## config.mk

```make
export PLATFORM = sky130hd
export DESIGN_NAME = bhcc_motor_ctrl
export DESIGN_NICKNAME = d
export VERILOG_FILES = /design/src/rtl/bhcc_pkg.sv /design/src/rtl/bhcc_speed_pulse_out.sv /design/src/rtl/bhcc_oneshot.sv /design/src/rtl/bhcc_motor_ctrl.sv
export SDC_FILE = /design/constraint.sdc
export NUM_CORES = 1
export LEC_CHECK = 0
export BUFFER_PORTS_ARGS = -buffer_cell sky130_fd_sc_hd__buf_2
export CORE_AREA = 2 2 107 109
export DETAILED_ROUTE_END_ITERATION = 8
export DIE_AREA = 0 0 109 111
export GPL_ROUTABILITY_DRIVEN = 0
export SYNTH_ARGS = -nofsm -noshare
export SYNTH_HDL_FRONTEND = slang
export SYNTH_SLANG_ARGS = --single-unit
```

## constraint.sdc

```tcl
create_clock -name clk_i -period 2.11 [get_ports clk_i]
set_input_delay 0 -clock clk_i [delete_from_list [all_inputs] [get_ports clk_i]]
set_output_delay 0 -clock clk_i [all_outputs]
set_load 0.005 [all_outputs]
```

## src/rtl/bhcc_pkg.sv

```systemverilog
// Shared constants of the Hall commutation controller: timing, register map and fields.
// Assumes a 125 MHz block clock and a 32-bit classic Wishbone register port.
package bhcc_pkg;

  // ****************************************************************
  // Timing
  // ****************************************************************
  localparam int unsigned CLK_PERIOD_NS  = 8;
  localparam int unsigned SPEED_PULSE_OUT_MIN_NS    = 300;
  localparam int unsigned SPEED_PULSE_OUT_CYCLES    = (SPEED_PULSE_OUT_MIN_NS + CLK_PERIOD_NS - 1) / CLK_PERIOD_NS;
  localparam int unsigned ONESHOT_NS     = 100000;
  localparam int unsigned ONESHOT_CYCLES = (ONESHOT_NS + CLK_PERIOD_NS - 1) / CLK_PERIOD_NS;
  localparam int          SPEED_PULSE_OUT_W         = 6;
  localparam int          ONESHOT_W      = 16;

  // ****************************************************************
  // Register map
  // ****************************************************************
  localparam logic [7:0] ADDR_CTRL       = 8'h00;
  localparam logic [7:0] ADDR_STATUS     = 8'h04;
  localparam logic [7:0] ADDR_IRQ_STATUS = 8'h08;
  localparam logic [7:0] ADDR_IRQ_MASK   = 8'h0c;

  localparam int         CTRL_W           = 5;
  localparam int         CTRL_ENABLE      = 0;
  localparam int         CTRL_FORWARD     = 1;
  localparam int         CTRL_BOTTOM_ONLY = 2;
  localparam int         CTRL_SPACING_60  = 3;
  localparam int         CTRL_BRAKE       = 4;
  localparam logic [4:0] CTRL_RESET       = 5'h1f;

  localparam int ST_HALL_LSB = 0;
  localparam int ST_INVALID  = 3;
  localparam int ST_OC       = 4;
  localparam int ST_FAULT    = 5;
  localparam int ST_UVLO     = 6;

  localparam int         IRQ_W          = 4;
  localparam int         IRQ_HALL       = 0;
  localparam int         IRQ_OC         = 1;
  localparam int         IRQ_INVALID    = 2;
  localparam int         IRQ_FAULT      = 3;
  localparam logic [3:0] IRQ_MASK_RESET = 4'h0;

endpackage

```

## src/rtl/bhcc_speed_pulse_out.sv

```systemverilog
// Speed pulse generator: one stretched pulse per Hall code change.
// Assumes Hall inputs synchronous to clk_i.
`timescale 1ns/10ps
module bhcc_speed_pulse_out (
  input  wire logic       clk_i,
  input  wire logic       rst_i,
  input  wire logic [2:0] hall_i,
  output logic            pulse_o,
  output logic            edge_o
);
  logic [2:0]                  hall_prev;
  logic                        primed;
  logic [bhcc_pkg::SPEED_PULSE_OUT_W-1:0] count;

  // The first sample after reset only primes the history, so reset gives no pulse.
  assign edge_o  = primed && (hall_i != hall_prev);
  assign pulse_o = (count != '0);

  always_ff @(posedge clk_i)
  begin
    if (rst_i)
    begin
      hall_prev <= 3'h0;
      primed    <= 1'b0;
    end
    else
    begin
      hall_prev <= hall_i;
      primed    <= 1'b1;
    end
  end

  always_ff @(posedge clk_i)
  begin
    if (rst_i)
      count <= '0;
    else if (edge_o)
      count <= bhcc_pkg::SPEED_PULSE_OUT_W'(bhcc_pkg::SPEED_PULSE_OUT_CYCLES);
    else if (count != '0)
      count <= count - 1'b1;
  end

  int unsigned run_len;
  always_ff @(posedge clk_i)
  begin
    if (rst_i || !pulse_o)
      run_len <= 0;
    else
      run_len <= run_len + 1;
  end
endmodule

```

## src/rtl/bhcc_oneshot.sv

```systemverilog
// Overcurrent one-shot: timed shutdown, then hold while overcurrent persists.
// Assumes the comparator level is synchronous to clk_i; PERIOD of at least 8.
`timescale 1ns/10ps
module bhcc_oneshot #(
  parameter int unsigned PERIOD = bhcc_pkg::ONESHOT_CYCLES
) (
  input  wire logic clk_i,
  input  wire logic rst_i,
  input  wire logic overcurrent_i,
  output logic      shutdown_o,
  output logic      trigger_o
);
  typedef enum logic [1:0] {OS_IDLE, OS_TIMING, OS_HOLD} bhcc_os_state_t;
  bhcc_os_state_t                 state;
  logic [bhcc_pkg::ONESHOT_W-1:0] count;

  assign trigger_o  = (state == OS_IDLE) && overcurrent_i;
  // The raw level also blocks the drives, so the bridge is off one cycle sooner.
  assign shutdown_o = (state != OS_IDLE) || overcurrent_i;

  always_ff @(posedge clk_i)
  begin
    if (rst_i)
    begin
      state <= OS_IDLE;
      count <= '0;
    end
    else
    begin
      unique case (state)
        OS_IDLE:
        begin
          if (overcurrent_i)
          begin
            state <= OS_TIMING;
            count <= bhcc_pkg::ONESHOT_W'(PERIOD - 1);
          end
        end
        OS_TIMING:
        begin
          if (count == '0)
            state <= overcurrent_i ? OS_HOLD : OS_IDLE;
          else
            count <= count - 1'b1;
        end
        OS_HOLD:
        begin
          if (!overcurrent_i)
            state <= OS_IDLE;
        end
      endcase
    end
  end
endmodule

```

## src/rtl/bhcc_motor_ctrl.sv

```systemverilog
// Top of the Hall commutation controller: six-step decode, protection, registers.
// Assumes all pins synchronous to clk_i and a classic Wishbone master.
//
// Contract
// - Three Hall lines feed the decode.
// - Spacing select: one picks 60, zero 120.
// - Enable low forces all gate drives off.
// - Direction low inverts Hall code for reverse.
// - Quadrature select picks bottom-only or both PWM-gated.
// - PWM low switches the selected drives off.
// - Brake high: tops off, bottoms on.
// - Brake low returns control to the decode.
// - Each Hall change gives a stretched speed pulse.
// - Fault low on disable, undervoltage, invalid, overcurrent.
// - Invalid Hall code shuts drives down, reports fault.
// - Overcurrent fires one-shot that blocks all drives.
// - Persisting overcurrent keeps drives off until clear.
// - Brake keeps bottoms on despite disable, invalid, overcurrent.
`timescale 1ns/10ps
module bhcc_motor_ctrl #(
  parameter int unsigned ONESHOT_CYCLES = bhcc_pkg::ONESHOT_CYCLES
) (
  input  wire logic        clk_i,
  input  wire logic        rst_i,
  input  wire logic        wb_cyc_i,
  input  wire logic        wb_stb_i,
  input  wire logic        wb_we_i,
  input  wire logic [7:0]  wb_adr_i,
  input  wire logic [3:0]  wb_sel_i,
  input  wire logic [31:0] wb_dat_i,
  output logic      [31:0] wb_dat_o,
  output logic             wb_ack_o,
  output logic             irq_o,
  input  wire logic        hall_sensor_a_i,
  input  wire logic        hall_sensor_b_i,
  input  wire logic        hall_sensor_c_i,
  input  wire logic        pwm_i,
  input  wire logic        current_limit_i,
  input  wire logic        undervoltage_i,
  output logic             top_drive_phase_a_o,
  output logic             top_drive_phase_b_o,
  output logic             top_drive_phase_c_o,
  output logic             bottom_drive_phase_a_o,
  output logic             bottom_drive_phase_b_o,
  output logic             bottom_drive_phase_c_o,
  output logic             speed_pulse_out_o,
  output logic             speed_pulse_out_oe_n_o,
  output logic             fault_out_o,
  output logic             fault_out_oe_n_o
);

  // ****************************************************************
  // Registers and internal signals
  // ****************************************************************
  logic [bhcc_pkg::CTRL_W-1:0] ctrl;
  logic [bhcc_pkg::IRQ_W-1:0]  irq_status;
  logic [bhcc_pkg::IRQ_W-1:0]  irq_mask;
  logic [bhcc_pkg::IRQ_W-1:0]  irq_event;
  logic [2:0]                  hall_raw;
  logic [2:0]                  hall_adj;
  logic [6:0]                  decoded;
  logic                        code_valid;
  logic                        invalid_q;
  logic                        fault_q;
  logic                        oc_shutdown;
  logic                        oc_trigger;
  logic                        speed_pulse_out_pulse;
  logic                        speed_pulse_out_edge;
  logic [2:0]                  top_q;
  logic [2:0]                  bot_q;
  logic [2:0]                  next_top;
  logic [2:0]                  next_bot;
  logic                        next_fault;
  logic                        wb_req;
  logic                        wr_fire;
  logic [31:0]                 next_rdata;

  // ****************************************************************
  // Commutation decode
  // ****************************************************************
  // Result packs {valid, top A/B/C, bottom A/B/C}, phase A in the high bit.
  function automatic logic [6:0] decode_step(input logic [2:0] code, input logic sp60);
    logic [6:0] r;
    r = 7'h00;
    if (sp60)
    begin
      unique case (code)
        3'h0:    r = {1'b1, 3'h4, 3'h2};
        3'h4:    r = {1'b1, 3'h4, 3'h1};
        3'h6:    r = {1'b1, 3'h2, 3'h1};
        3'h7:    r = {1'b1, 3'h2, 3'h4};
        3'h3:    r = {1'b1, 3'h1, 3'h4};
        3'h1:    r = {1'b1, 3'h1, 3'h2};
        default: r = 7'h00;
      endcase
    end
    else
    begin
      unique case (code)
        3'h5:    r = {1'b1, 3'h4, 3'h2};
        3'h4:    r = {1'b1, 3'h4, 3'h1};
        3'h6:    r = {1'b1, 3'h2, 3'h1};
        3'h2:    r = {1'b1, 3'h2, 3'h4};
        3'h3:    r = {1'b1, 3'h1, 3'h4};
        3'h1:    r = {1'b1, 3'h1, 3'h2};
        default: r = 7'h00;
      endcase
    end
    return r;
  endfunction

  assign hall_raw   = {hall_sensor_a_i, hall_sensor_b_i, hall_sensor_c_i};
  // Inverting the code keeps the invalid pair invalid in both spacings.
  assign hall_adj   = ctrl[bhcc_pkg::CTRL_FORWARD] ? hall_raw : ~hall_raw;
  assign decoded    = decode_step(hall_adj, ctrl[bhcc_pkg::CTRL_SPACING_60]);
  assign code_valid = decoded[6];

  // ****************************************************************
  // Protection and speed pulse blocks
  // ****************************************************************
  bhcc_oneshot #(
    .PERIOD (ONESHOT_CYCLES)
  ) u_oneshot (
    .clk_i         (clk_i),
    .rst_i         (rst_i),
    .overcurrent_i (current_limit_i),
    .shutdown_o    (oc_shutdown),
    .trigger_o     (oc_trigger)
  );

  bhcc_speed_pulse_out u_speed_pulse_out (
    .clk_i   (clk_i),
    .rst_i   (rst_i),
    .hall_i  (hall_raw),
    .pulse_o (speed_pulse_out_pulse),
    .edge_o  (speed_pulse_out_edge)
  );

  // ****************************************************************
  // Gate drive selection
  // ****************************************************************
  // Brake outranks every shutdown except undervoltage: with the supply low the
  // bottom gates cannot be driven meaningfully, so everything is released.
  always_comb
  begin
    next_top = 3'h0;
    next_bot = 3'h0;
    if (undervoltage_i)
    begin
      next_top = 3'h0;
      next_bot = 3'h0;
    end
    else if (ctrl[bhcc_pkg::CTRL_BRAKE])
    begin
      next_top = 3'h0;
      next_bot = 3'h7;
    end
    else if (!ctrl[bhcc_pkg::CTRL_ENABLE] || !code_valid || oc_shutdown)
    begin
      next_top = 3'h0;
      next_bot = 3'h0;
    end
    else
    begin
      next_top = decoded[5:3];
      next_bot = decoded[2:0];
      if (!pwm_i)
      begin
        next_bot = 3'h0;
        if (!ctrl[bhcc_pkg::CTRL_BOTTOM_ONLY])
          next_top = 3'h0;
      end
    end
  end

  assign next_fault = !ctrl[bhcc_pkg::CTRL_ENABLE] || undervoltage_i
                      || !code_valid || oc_shutdown;

  for (genvar ph = 0; ph < 3; ph++)
  begin : g_phase
    always_ff @(posedge clk_i)
    begin
      if (rst_i)
      begin
        top_q[ph] <= 1'b0;
        bot_q[ph] <= 1'b0;
      end
      else
      begin
        top_q[ph] <= next_top[ph];
        bot_q[ph] <= next_bot[ph];
      end
    end
  end

  assign top_drive_phase_a_o    = top_q[2];
  assign top_drive_phase_b_o    = top_q[1];
  assign top_drive_phase_c_o    = top_q[0];
  assign bottom_drive_phase_a_o = bot_q[2];
  assign bottom_drive_phase_b_o = bot_q[1];
  assign bottom_drive_phase_c_o = bot_q[0];

  // Open-drain pins: the level is always low, the enable decides the pull.
  assign speed_pulse_out_o = 1'b0;
  assign fault_out_o       = 1'b0;

  always_ff @(posedge clk_i)
  begin
    if (rst_i)
    begin
      fault_out_oe_n_o       <= 1'b1;
      speed_pulse_out_oe_n_o <= 1'b1;
      fault_q                <= 1'b0;
      invalid_q              <= 1'b0;
    end
    else
    begin
      fault_out_oe_n_o       <= !next_fault;
      speed_pulse_out_oe_n_o <= !speed_pulse_out_pulse;
      fault_q                <= next_fault;
      invalid_q              <= !code_valid;
    end
  end

  // ****************************************************************
  // Register port
  // ****************************************************************
  assign wb_req  = wb_cyc_i && wb_stb_i && !wb_ack_o;
  // A write lands on the edge where the master sees ack, never earlier.
  assign wr_fire = wb_cyc_i && wb_stb_i && wb_we_i && wb_ack_o && wb_sel_i[0];

  always_comb
  begin
    next_rdata = 32'h0;
    unique case (wb_adr_i)
      bhcc_pkg::ADDR_CTRL:       next_rdata[bhcc_pkg::CTRL_W-1:0] = ctrl;
      bhcc_pkg::ADDR_STATUS:
      begin
        next_rdata[bhcc_pkg::ST_HALL_LSB +: 3] = hall_raw;
        next_rdata[bhcc_pkg::ST_INVALID]       = !code_valid;
        next_rdata[bhcc_pkg::ST_OC]            = oc_shutdown;
        next_rdata[bhcc_pkg::ST_FAULT]         = fault_q;
        next_rdata[bhcc_pkg::ST_UVLO]          = undervoltage_i;
      end
      bhcc_pkg::ADDR_IRQ_STATUS: next_rdata[bhcc_pkg::IRQ_W-1:0] = irq_status;
      bhcc_pkg::ADDR_IRQ_MASK:   next_rdata[bhcc_pkg::IRQ_W-1:0] = irq_mask;
      default:                   next_rdata = 32'h0;
    endcase
  end

  always_ff @(posedge clk_i)
  begin
    if (rst_i)
    begin
      wb_ack_o <= 1'b0;
      wb_dat_o <= 32'h0;
    end
    else
    begin
      wb_ack_o <= wb_req;
      if (wb_req)
        wb_dat_o <= next_rdata;
    end
  end

  always_ff @(posedge clk_i)
  begin
    if (rst_i)
      ctrl <= bhcc_pkg::CTRL_RESET;
    else if (wr_fire && wb_adr_i == bhcc_pkg::ADDR_CTRL)
      ctrl <= wb_dat_i[bhcc_pkg::CTRL_W-1:0];
  end

  always_ff @(posedge clk_i)
  begin
    if (rst_i)
      irq_mask <= bhcc_pkg::IRQ_MASK_RESET;
    else if (wr_fire && wb_adr_i == bhcc_pkg::ADDR_IRQ_MASK)
      irq_mask <= wb_dat_i[bhcc_pkg::IRQ_W-1:0];
  end

  // ****************************************************************
  // Interrupts
  // ****************************************************************
  assign irq_event[bhcc_pkg::IRQ_HALL]    = speed_pulse_out_edge;
  assign irq_event[bhcc_pkg::IRQ_OC]      = oc_trigger;
  assign irq_event[bhcc_pkg::IRQ_INVALID] = !code_valid && !invalid_q;
  assign irq_event[bhcc_pkg::IRQ_FAULT]   = next_fault && !fault_q;

  for (genvar b = 0; b < bhcc_pkg::IRQ_W; b++)
  begin : g_irq
    // A new event beats a simultaneous write-one-to-clear.
    always_ff @(posedge clk_i)
    begin
      if (rst_i)
        irq_status[b] <= 1'b0;
      else if (irq_event[b])
        irq_status[b] <= 1'b1;
      else if (wr_fire && wb_adr_i == bhcc_pkg::ADDR_IRQ_STATUS && wb_dat_i[b])
        irq_status[b] <= 1'b0;
    end
  end

  always_ff @(posedge clk_i)
  begin
    if (rst_i)
      irq_o <= 1'b0;
    else
      irq_o <= |(irq_status & irq_mask);
  end

  // ****************************************************************
  // Checks
  // ****************************************************************
  logic run_ok;
  assign run_ok = ctrl[bhcc_pkg::CTRL_ENABLE] && !ctrl[bhcc_pkg::CTRL_BRAKE]
                  && !undervoltage_i && code_valid && !oc_shutdown;
endmodule

```

==> results.cfg, run 1 <==
[sta]
timing.final.ws_setup_ns = 0.231
timing_hold_violations_final = 0
timing.clock.skew_ns = 0.00579
hold_slack_ns = 0.0180
setup_repair_after_global_routing_missed_its_margin = no
worst_slew_margin_rel_pct = 66.6
report.final.setup_viol = 0
report.final.slew_viol_count = 0
fmaxAchievable_mhz = 532
timing.final.crit_share_pct = 89.0
minimum_clock_period_after_layout_ns = 1.88
worst-slew-pin-transition_ns = 0.499
final_layout_setup_total_negative_slack_ns = 0

[critical_path]
crit_fanout = 9
setup.worst_path.end_class = register
path_class = register to register
worstSetupStartpointType = register
crit-reg2reg-capture = u_oneshot.count[15]$_SDFFE_PP0P_
r2r_slack_ns = 0.23
crit_arrival_ns = 2.13
ff2ff_path_depth = 6
reg2reg_from = u_oneshot.state[0]$_SDFFE_PP0P_
crit_required_ns = 2.36

[outcome]
status = finished, final reports clean

[synthesis]
synth-warning-count = 0
yosys.cell_count.top_type = sky130_fd_sc_hd__dfxtp_1
synth_area_per_cell_sq_um = 8.93
synthesis.instances = 362
synthDistinctLibCells = 62
synth_enable_flop_cells = 0
netlist.top_cell.by_area = sky130_fd_sc_hd__dfxtp_1
synth.cell_area_sq_um = 3230
ys_async_sr_fraction_pct = 0
ys_dominant_reg_cell = sky130_fd_sc_hd__dfxtp_1
ys_seq_area_share_pct = 37.2
synthTopCellsByArea = sky130_fd_sc_hd__dfxtp_1 (37%), sky130_fd_sc_hd__buf_4 (6.5%), sky130_fd_sc_hd__a21oi_1 (3.9%), sky130_fd_sc_hd__mux2i_1 (2.8%), sky130_fd_sc_hd__ha_1 (2.7%)
ys_ff_latch = 60
ys_top_cells_by_count = sky130_fd_sc_hd__dfxtp_1 (60), sky130_fd_sc_hd__buf_4 (28), sky130_fd_sc_hd__a21oi_1 (25), sky130_fd_sc_hd__nor2_1 (22), sky130_fd_sc_hd__nand2_1 (21)
yosysTopAreaCellShare_pct = 37.2

[route]
detailedRoute.firstPassIterationCount = 4
met3_length_um = 413
dr_total_vias = 2735
drt_iter0_drcs = 152
drtAntennaViolNets = 0
viasPerCell = 4.89
wl_met1_um = 3370
dr_wl_met2_um = 3630
detail_route.wl_per_cell_um = 13.4
drc_errors = 0
top_layer = met4
wirelength_um = 7460

[global_routing]
pin_count_of_the_biggest_net_entering_global_routing = 47
number_of_antenna_violations_at_the_first_check_in_global_routing = 0
grt_util_all_layers_pct = 12.9
first_global_vias = 2536
globalRouteOverflowTotal = 0
grt_pass1_wl_um = 12400

[placement]
place_ws_ns = 0.196
place_inst = 536
hpwlAfterDp_um = 5420
portBuffers = 41
placed_cell_area_sq_um = 3490

[cells_and_area]
final_design_area_no_fill_sq_um = 3880
fillers = 1116
area.growth.synth_to_final_pct = 19.9
final_util_pct = 35.0
n_antenna_cell = 0
drive_gt1_share_pct = 21.4
layout.nets = 473
post_layout_nonfiller_instances = 559

[die]
rows = 39
die_x_um = 109
initial_utilization_pct = 29.2
core_sq_um = 11100
die-height_um = 111
die_area_sq_um = 12100
design.portCount = 99

[clock_tree]
ctsLongestPathBuffers = 2
cts_made_buffers = 9
cts_root_buffer = sky130_fd_sc_hd__clkbuf_16
clock_insertion_delay_worst_skew_ns = 0.32
tritoncts = done
cts_num_sinks = 60
htree_num_levels = 3
clkSlewWorstSetupHoldPaths_ns = 0.05

[power]
p_seq_share_pct = 35.1
power.share.combinational_pct = 27.0
vdd_ir_drop_max_mv = 0.433
pwr_density_nw_per_um2 = 1050
power_frac_clock_pct = 37.9
p_leak_nw = 1.62
power_switching_share_pct = 30.9
p_int_mw = 2.82
p_switching_mw = 1.26
total_power_mw = 4.08

[hold_path]
hold_start = wb_dat_i[4]
hold_path_depth = 3
min_to = ctrl[4]$_SDFFE_PP1P_
timing.hold.worst.class = input pin to register

[run]
drv.max_cap_violation_count = 0
## sequential cells by signal, summed over array words and instances (netlist names), 2 cells and up
name                         count
ctrl                             5
u_speed_pulse_out.hall_prev      3
irq_mask                         4
u_speed_pulse_out.count          6
irq_status                       4
u_oneshot.state                  2
u_oneshot.count                 16
wb_dat_o                         7
## logic make-up after synthesis
group | count (synthesis) | synth area share (%)
buffers and inverters | 57 | 10.3
adders and majority gates | 7 | 2.71
xor gates and xnor gates | 7 | 1.90
other | 1 | 0.116
DFF | 60 | 37.2
muxes | 17 | 6.81
and+or+nand+nor | 137 | 25.5
AOI/OAI and AO/OA | 76 | 15.6
## power groups by stage
stage	logic [mW]	registers, mW	clock network (mW)
after CTS	1.10	1.43	1.59
after global routing	1.23	1.45	1.65
final	1.10	1.43	1.55
after floorplan	0.871	1.42	0
after global placement	1.05	1.45	0
after detailed placement	1.08	1.45	0
## what timing repair did
| action | in CTS | in global routing |
|---|---|---|
| setup endpoints to repair | 0 | 5 |
| gates resized for setup | 0 | 1 |
| endpoints found under the hold margin | 10 | 0 |
| hold buffers | 7 | 0 |
| buffers inserted | 0 | 0 |
## worst max-delay path by stage
stage,startpoint,endpoint,slack [ns],cells after the start
finish,u_oneshot.state[0]$_SDFFE_PP0P_,u_oneshot.count[15]$_SDFFE_PP0P_,0.23,6
global route,u_oneshot.state[0]$_SDFFE_PP0P_,u_oneshot.count[15]$_SDFFE_PP0P_,0.07,6
CTS,u_oneshot.state[1]$_SDFFE_PP0P_,u_oneshot.count[13]$_SDFFE_PP0P_,0.19,6
detailed placement,u_oneshot.state[1]$_SDFFE_PP0P_,u_oneshot.count[8]$_SDFFE_PP0P_,0.20,6
global placement,u_oneshot.state[1]$_SDFFE_PP0P_,u_oneshot.count[8]$_SDFFE_PP0P_,0.26,6
floorplan,u_oneshot.count[0]$_SDFFE_PP0P_,u_oneshot.count[10]$_SDFFE_PP0P_,0.33,7
## cells in the final DEF (no fill, tap or decap), types with 8 or more instances in the layout
cell | netlist | final
sky130_fd_sc_hd__dfxtp_1 | 60 | 60
sky130_fd_sc_hd__buf_2 | 3 | 41
sky130_fd_sc_hd__conb_1 | 1 | 27
sky130_fd_sc_hd__a21oi_1 | 25 | 25
sky130_fd_sc_hd__nor2_1 | 22 | 22
sky130_fd_sc_hd__nand2_1 | 21 | 21
sky130_fd_sc_hd__nand3_1 | 16 | 16
sky130_fd_sc_hd__inv_1 | 13 | 13
sky130_fd_sc_hd__and3_1 | 11 | 11
sky130_fd_sc_hd__o21ai_0 | 10 | 10
sky130_fd_sc_hd__or3_1 | 9 | 9
sky130_fd_sc_hd__mux2i_1 | 9 | 9
sky130_fd_sc_hd__clkbuf_16 | 0 | 9
sky130_fd_sc_hd__nand4_1 | 8 | 8
sky130_fd_sc_hd__o31ai_1 | 8 | 8
sky130_fd_sc_hd__nor3_1 | 8 | 8
## area by class of cell
type | instances | area (sq um) | area share [%]
clock buffer | 11 | 243 | 6.26
clock inverter | 5 | 75.1 | 1.94
inverter | 14 | 52.6 | 1.36
multi-input combinational | 271 | 1800 | 46.4
sequential | 60 | 1200 | 31.0
tap | 143 | 179 | 4.62
timing repair buffer | 55 | 328 | 8.46
## worst max-delay path: stages (launching register included)
cell,delay (ns)
sky130_fd_sc_hd__dfxtp_1,0.33
sky130_fd_sc_hd__inv_1,0.07
sky130_fd_sc_hd__ha_1,0.28
sky130_fd_sc_hd__mux2_4,0.29
sky130_fd_sc_hd__nand3_1,0.18
sky130_fd_sc_hd__or4_1,0.51
sky130_fd_sc_hd__a21oi_1,0.15
## per-layer routing
layer	GRT usage [%]	up-vias
met4	3.42	0
met2	20.7	82
met3	3.53	4
met1	17.1	1276
met5	0	-
li1	-	1373
(Power assumes the default switching activity.)
==> run 2, diff against run 1 <==
--- a/config.mk
+++ b/config.mk
@@ -5,11 +5,15 @@
 export SDC_FILE = /design/constraint.sdc
 export NUM_CORES = 1
 export LEC_CHECK = 0
+export ABC_AREA = 1
 export BUFFER_PORTS_ARGS = -buffer_cell sky130_fd_sc_hd__buf_2
-export CORE_AREA = 2 2 107 109
+export CELL_PAD_IN_SITES_DETAIL_PLACEMENT = 1
+export CELL_PAD_IN_SITES_GLOBAL_PLACEMENT = 2
+export CORE_AREA = 2 2 113 115
 export DETAILED_ROUTE_END_ITERATION = 8
-export DIE_AREA = 0 0 109 111
+export DIE_AREA = 0 0 115 117
 export GPL_ROUTABILITY_DRIVEN = 0
+export PLACE_DENSITY_LB_ADDON = 0.1
 export SYNTH_ARGS = -nofsm -noshare
 export SYNTH_HDL_FRONTEND = slang
 export SYNTH_SLANG_ARGS = --single-unit
==> run 2 against run 1 <==
Clock skew hardly changed. Synthesized cell count is 34% higher. Area after synthesis increased by 3.9%. Sequential power barely moved. Critical path depth rose by 3. Combinational power increased by 28%. Critical path type unchanged. Largest power group unchanged.
==> results.cfg, run 2 <==
[route]
drc_errors = 0
wirelength_um = 9180
detail_route.wl_per_cell_um = 13.2
detailedRoute.firstPassIterationCount = 4
dr_total_vias = 3139
viasPerCell = 4.50
drt_iter0_drcs = 89
drtAntennaViolNets = 0

[sta]
report.final.slew_viol_count = 0
report.final.setup_viol = 0
timing_hold_violations_final = 0
fmaxAchievable_mhz = 603
setup_repair_after_global_routing_missed_its_margin = no
final_layout_setup_total_negative_slack_ns = 0
minimum_clock_period_after_layout_ns = 1.66
hold_slack_ns = 0.0129
timing.final.crit_share_pct = 78.6
timing.clock.skew_ns = 0.00564

[cells_and_area]
multiInputGateArea_sq_um = 1770
drive_gt1_share_pct = 17.2
fillers = 1567
n_antenna_cell = 0
area.growth.synth_to_final_pct = 20.2
layout.cells.most_common_list = sky130_fd_sc_hd__nand2_1 (121), sky130_fd_sc_hd__dfxtp_1 (60), sky130_fd_sc_hd__inv_1 (54), sky130_fd_sc_hd__nor2_1 (48), sky130_fd_sc_hd__nand3_1 (42)
post_layout_nonfiller_instances = 698
layout.cells.most_common = sky130_fd_sc_hd__nand2_1
area.sequential_sq_um = 1200
largestRegisters = u_oneshot.count: 16 flops, wb_dat_o: 7 flops, u_speed_pulse_out.count: 6 flops
largest_reg_flops = 16
largest-register = u_oneshot.count
layout.nets = 605

[critical_path]
crit_arrival_ns = 1.92
reg2reg_from = u_oneshot.state[1]$_SDFFE_PP0P_
crit_family = buffers and inverters
worstSetupStartpointType = register
crit-reg2reg-capture = u_oneshot.count[2]$_SDFFE_PP0P_
crit_required_ns = 2.38
setup.worst_path.end_class = register
r2r_slack_ns = 0.45
crit_path_cells = inv_1, ha_1, inv_1, nor2_1, inv_1, nand3_4, inv_4, nand3_1, a21oi_1
ff2ff_path_depth = 9
slowest_delay_ns = 0.35
timing.critical_path.mode_cell = sky130_fd_sc_hd__inv_1
crit_path_slowest_cell = sky130_fd_sc_hd__dfxtp_1
critPathBufInv = 4
cp-startpoint = u_oneshot.state[1]$_SDFFE_PP0P_
crit_fanout = 18
path_class = register to register

[power]
p_leak_nw = 1.87
pwr_density_nw_per_um2 = 1070
total_power_mw = 4.31
vdd_ir_drop_max_mv = 0.432

[hold_path]
timing.hold.worst.class = input pin to register
hold_path_depth = 3
hold_start = hall_sensor_c_i
min_to = u_speed_pulse_out.hall_prev[0]$_SDFF_PP0_

[synthesis]
synth.cell_area_sq_um = 3360
synth_area_per_cell_sq_um = 6.94
synthDistinctLibCells = 36
synth-warning-count = 0
ys_ff_latch = 60
yosys.cell_count.top_type = sky130_fd_sc_hd__nand2_1
netlist.top_cell.by_area = sky130_fd_sc_hd__dfxtp_1
ys_seq_area_share_pct = 35.8
ys_dominant_reg_cell = sky130_fd_sc_hd__dfxtp_1
synthTopCellsByArea = sky130_fd_sc_hd__dfxtp_1 (36%), sky130_fd_sc_hd__nand2_1 (14%), sky130_fd_sc_hd__nand3_1 (6.3%), sky130_fd_sc_hd__buf_4 (6.0%), sky130_fd_sc_hd__inv_1 (6.0%)
ys_async_sr_fraction_pct = 0
synth_enable_flop_cells = 0
ys_top_cells_by_count = sky130_fd_sc_hd__nand2_1 (121), sky130_fd_sc_hd__dfxtp_1 (60), sky130_fd_sc_hd__inv_1 (54), sky130_fd_sc_hd__nor2_1 (48), sky130_fd_sc_hd__nand3_1 (42)
synthesis.instances = 484
yosysTopAreaCellShare_pct = 35.8

[global_routing]
grt_util_all_layers_pct = 14.9
first_global_vias = 3140
number_of_antenna_violations_at_the_first_check_in_global_routing = 0
globalRouteOverflowTotal = 0
grt_pass1_wl_um = 15400
pin_count_of_the_biggest_net_entering_global_routing = 32

[placement]
place_inst = 672
portBuffers = 41
hpwlAfterDp_um = 6900

[clock_tree]
clock_insertion_delay_worst_skew_ns = 0.33
cts_root_buffer = sky130_fd_sc_hd__clkbuf_16
clkSlewWorstSetupHoldPaths_ns = 0.05
cts_num_sinks = 60
cts_made_buffers = 9
htree_num_levels = 3
ctsLongestPathBuffers = 2
tritoncts = done

[die]
die_area_sq_um = 13500
design.portCount = 99
die_x_um = 115
die-height_um = 117
core_sq_um = 12300
initial_utilization_pct = 27.3
rows = 41

[outcome]
status = finished, final reports clean

[run]
drv.max_cap_violation_count = 0
## run 2: changes by cell type in the layout (fill, tap and decap cells not counted), sizes merged, moves of 10 or more
cell and change:
nand2 +105, inv +43, nor2 +35, nand3 +29, o21ai +14, and3 -12
a21oi +11, mux2i -10, or3 -10
## run 2: worst register-to-register path: cells and delay by family (launching register included)
kind / cells / cell delay, ns
AND/OR/NAND/NOR: 3 / 0.40
AO/OA/AOI/OAI: 1 / 0.13
flip-flops: 1 / 0.35
buffers and inverters: 4 / 0.51
adder cells (fa/ha/maj): 1 / 0.19
## run 2: worst max path at each step
stage | to | slack [ns] | depth (start not counted)
after floorplan | u_oneshot.count[10]$_SDFFE_PP0P_ | 0.69 | 9
after global placement | u_oneshot.count[8]$_SDFFE_PP0P_ | 0.43 | 9
after detailed placement | u_oneshot.count[8]$_SDFFE_PP0P_ | 0.40 | 9
after CTS | u_oneshot.count[8]$_SDFFE_PP0P_ | 0.39 | 9
after global routing | u_oneshot.count[2]$_SDFFE_PP0P_ | 0.25 | 9
final | u_oneshot.count[2]$_SDFFE_PP0P_ | 0.45 | 9
## run 2: final cells by class
type	instances	share of cell area [%]
clock buffers	12	6.35
clock inverters	4	1.18
inverters	57	5.36
multi-input cells	357	43.8
flip-flops and latches	60	29.8
well taps	150	4.65
repair buffers	58	8.87
## run 2: cells by family after synthesis
| group | synth area share [%] |
|---|---|
| adders and majority gates | 2.61 |
| xor gates and xnor gates | 3.35 |
| other | 0.112 |
| buffers and inverters | 14.4 |
| and+or+nand+nor | 32.1 |
| AOI/OAI and AO/OA | 11.7 |
| DFF | 35.8 |
## run 2: repair_timing
item / in CTS / in global routing
hold endpoints to repair: 17 / 0
hold buffers: 10 / 0
resized for setup: 0 / 0
setup buffers: 0 / 0
## run 2: power breakdown
group / total (mW) / internal, mW / switching [mW]
Combinational: 1.41 / 0.496 / 0.915
Sequential: 1.40 / 1.27 / 0.124
Clock: 1.50 / 0.974 / 0.531
Total: 4.31 / 2.74 / 1.57
## run 2: stage by stage
stage | setup WS (ns) | cell area (sq um) | utilization [%]
6_report | 0.452 | 4040 | 32.8
5_1_grt | 0.249 | 4040 | 32.8
4_1_cts | 0.395 | 4040 | 32.8
3_5_place_dp | 0.400 | 3630 | 29.5
3_3_place_gp | 0.428 | 3630 | 29.5
2_1_floorplan | 0.688 | 3450 | -
## run 2: routing by layer
layer | track usage, % | wire (um)
met3 | 4.22 | 345
met5 | 0 | 0
met2 | 26.3 | 4520
met4 | 4.34 | 91
met1 | 17.6 | 4220
==> run 3, diff against run 2 <==
--- a/config.mk
+++ b/config.mk
@@ -9,9 +9,9 @@
 export BUFFER_PORTS_ARGS = -buffer_cell sky130_fd_sc_hd__buf_2
 export CELL_PAD_IN_SITES_DETAIL_PLACEMENT = 1
 export CELL_PAD_IN_SITES_GLOBAL_PLACEMENT = 2
-export CORE_AREA = 2 2 113 115
+export CORE_AREA = 2 2 119 121
 export DETAILED_ROUTE_END_ITERATION = 8
-export DIE_AREA = 0 0 115 117
+export DIE_AREA = 0 0 121 123
 export GPL_ROUTABILITY_DRIVEN = 0
 export PLACE_DENSITY_LB_ADDON = 0.1
 export SYNTH_ARGS = -nofsm -noshare
==> constraint.sdc (replaced) <==
create_clock -name clk_i -period 1.4 [get_ports clk_i]
set_input_delay 0 -clock clk_i [delete_from_list [all_inputs] [get_ports clk_i]]
set_output_delay 0 -clock clk_i [all_outputs]
set_load 0.005 [all_outputs]
==> run 3 against run 2 <==
Power grew 77%. Final cell count up 12%. Design area up 20%. Worst hold slack improved by 0.014 ns.
==> results.cfg, run 3 (same netlist as run 2, synthesis figures left out) <==
[critical_path]
path_class = register to register
worstSetupStartpointType = register
ff2ff_path_depth = 9
reg2reg_from = u_oneshot.state[1]$_SDFFE_PP0P_
setup.worst_path.end_class = register
slowest_delay_ns = 0.34
path_depth = 9
timing.critical_path.to = u_oneshot.state[1]$_SDFFE_PP0P_
cp-startpoint = u_oneshot.state[1]$_SDFFE_PP0P_
critPathBufInv = 3
crit_path_slowest_cell = sky130_fd_sc_hd__dfxtp_2
crit_path_cells = inv_2, ha_4, inv_4, nor2_4, buf_6, a21oi_4, nand2_2, or2_0, a21oi_1
crit_family = simple AND/OR/NAND/NOR gates
crit_required_ns = 1.66
crit-reg2reg-capture = u_oneshot.state[1]$_SDFFE_PP0P_
crit_arrival_ns = 1.66
r2r_slack_ns = 0.003
crit_fanout = 4

[sta]
timing.clock.skew_ns = 0.00378
timing_hold_violations_final = 0
minimum_clock_period_after_layout_ns = 1.40
fmaxAchievable_mhz = 716
report.final.setup_viol = 0
report.final.slew_viol_count = 0
setup_repair_after_global_routing_missed_its_margin = yes
timing.final.crit_share_pct = 99.8
final_layout_setup_total_negative_slack_ns = 0

[cells_and_area]
largest-register = u_oneshot.count
layout.cells.most_common_list = sky130_fd_sc_hd__nand2_1 (102), sky130_fd_sc_hd__buf_4 (51), sky130_fd_sc_hd__dfxtp_1 (49), sky130_fd_sc_hd__inv_1 (42), sky130_fd_sc_hd__buf_2 (41)
post_layout_nonfiller_instances = 780
layout.cells.most_common = sky130_fd_sc_hd__nand2_1
final_util_pct = 35.5
drive_gt1_share_pct = 35.7
largestRegisters = u_oneshot.count: 16 flops, wb_dat_o: 7 flops, u_speed_pulse_out.count: 6 flops
layout.nets = 659
area.growth.synth_to_final_pct = 43.8
n_antenna_cell = 0
largest_reg_flops = 16
area.sequential_sq_um = 1220
multiInputGateArea_sq_um = 2050
fillers = 1665

[run]
drv.max_cap_violation_count = 0

[global_routing]
grt_util_all_layers_pct = 14.9
number_of_antenna_violations_at_the_first_check_in_global_routing = 0
globalRouteOverflowTotal = 0
pin_count_of_the_biggest_net_entering_global_routing = 32
first_global_vias = 3522
grt_pass1_wl_um = 17100

[die]
die_area_sq_um = 14900
die-height_um = 123
design.portCount = 99
die_x_um = 121
initial_utilization_pct = 24.7
rows = 43
core_sq_um = 13600

[outcome]
status = finished, final reports clean

[clock_tree]
cts_made_buffers = 9
clock_insertion_delay_worst_skew_ns = 0.34
cts_root_buffer = sky130_fd_sc_hd__clkbuf_16
htree_num_levels = 3
clkSlewWorstSetupHoldPaths_ns = 0.05
tritoncts = done
cts_num_sinks = 60
ctsLongestPathBuffers = 2

[hold_path]
timing.hold.worst.class = input pin to register

[power]
pwr_density_nw_per_um2 = 1590
p_leak_nw = 2.21
vdd_ir_drop_max_mv = 0.603

[route]
dr_total_vias = 3354
detail_route.wl_per_cell_um = 13.4
detailedRoute.firstPassIterationCount = 4
drtAntennaViolNets = 0
viasPerCell = 4.30
wirelength_um = 10500
drc_errors = 0
drt_iter0_drcs = 86

[placement]
place_inst = 748
portBuffers = 41
hpwlAfterDp_um = 7920
-- run 3: per-layer routing --
| layer | global-route usage (%) | part of all wire, % | vias to the layer above |
|---|---|---|---|
| met5 | 0 | 0 | - |
| met4 | 5.52 | 1.8 | 0 |
| met3 | 3.37 | 3.7 | 13 |
| met2 | 26.6 | 50 | 55 |
| met1 | 17.4 | 45 | 1564 |
| li1 | - | - | 1722 |
-- run 3: through the flow --
step / worst slack (ns) / instance area [sq um] / power [mW] / hold WS (ns)
6_report: 0.00323 / 4830 / 7.66 / 0.0270
4_1_cts: -0.0126 / 4570 / 7.49 / 0.0191
3_3_place_gp: -0.176 / 4040 / 4.91 / 0.235
3_5_place_dp: -0.169 / 4040 / 4.95 / 0.236
2_1_floorplan: 0.0102 / 3460 / 3.85 / 0.113
5_1_grt: -0.0833 / 4830 / 8.26 / 0.0589
-- run 3: worst min path at each step --
stage	start	depth (start not counted)	to
2_1_floorplan	wb_dat_i[2]	2	ctrl[2]$_SDFFE_PP1P_
3_3_place_gp	wb_dat_i[4]	3	ctrl[4]$_SDFFE_PP1P_
3_5_place_dp	wb_dat_i[4]	3	ctrl[4]$_SDFFE_PP1P_
4_1_cts	hall_sensor_b_i	3	u_speed_pulse_out.hall_prev[1]$_SDFF_PP0_
5_1_grt	hall_sensor_b_i	3	u_speed_pulse_out.hall_prev[1]$_SDFF_PP0_
6_report	hall_sensor_b_i	3	u_speed_pulse_out.hall_prev[1]$_SDFF_PP0_
-- run 3: report_power, final --
group          leakage [nW]  switching [mW]  internal, mW
clock                 0.140           0.797          1.32
combinational          1.57            1.85          1.57
sequential            0.496           0.187          1.94
-- run 3: cell type report --
cell class	instances	share of cell area, %
well taps	180	4.67
repair buffers	112	17.0
clock buffers	12	5.52
clock inverters	2	0.207
multi-input cells	357	42.5
flip-flops and latches	60	25.2
inverters	57	4.92
-- run 3: repair_timing --
action,in CTS,in global routing
buffers inserted,3,5
endpoints found under the hold margin,14,0
setup endpoints to repair,30,40
hold buffers,10,0
pin swaps,23,30
gates resized for setup,45,59
-- run 3: tightest hold or removal path, cell delays in order --
cell and delay (ns):
sky130_fd_sc_hd__buf_2 0.14, sky130_fd_sc_hd__inv_1 0.10, sky130_fd_sc_hd__nor2_1 0.09
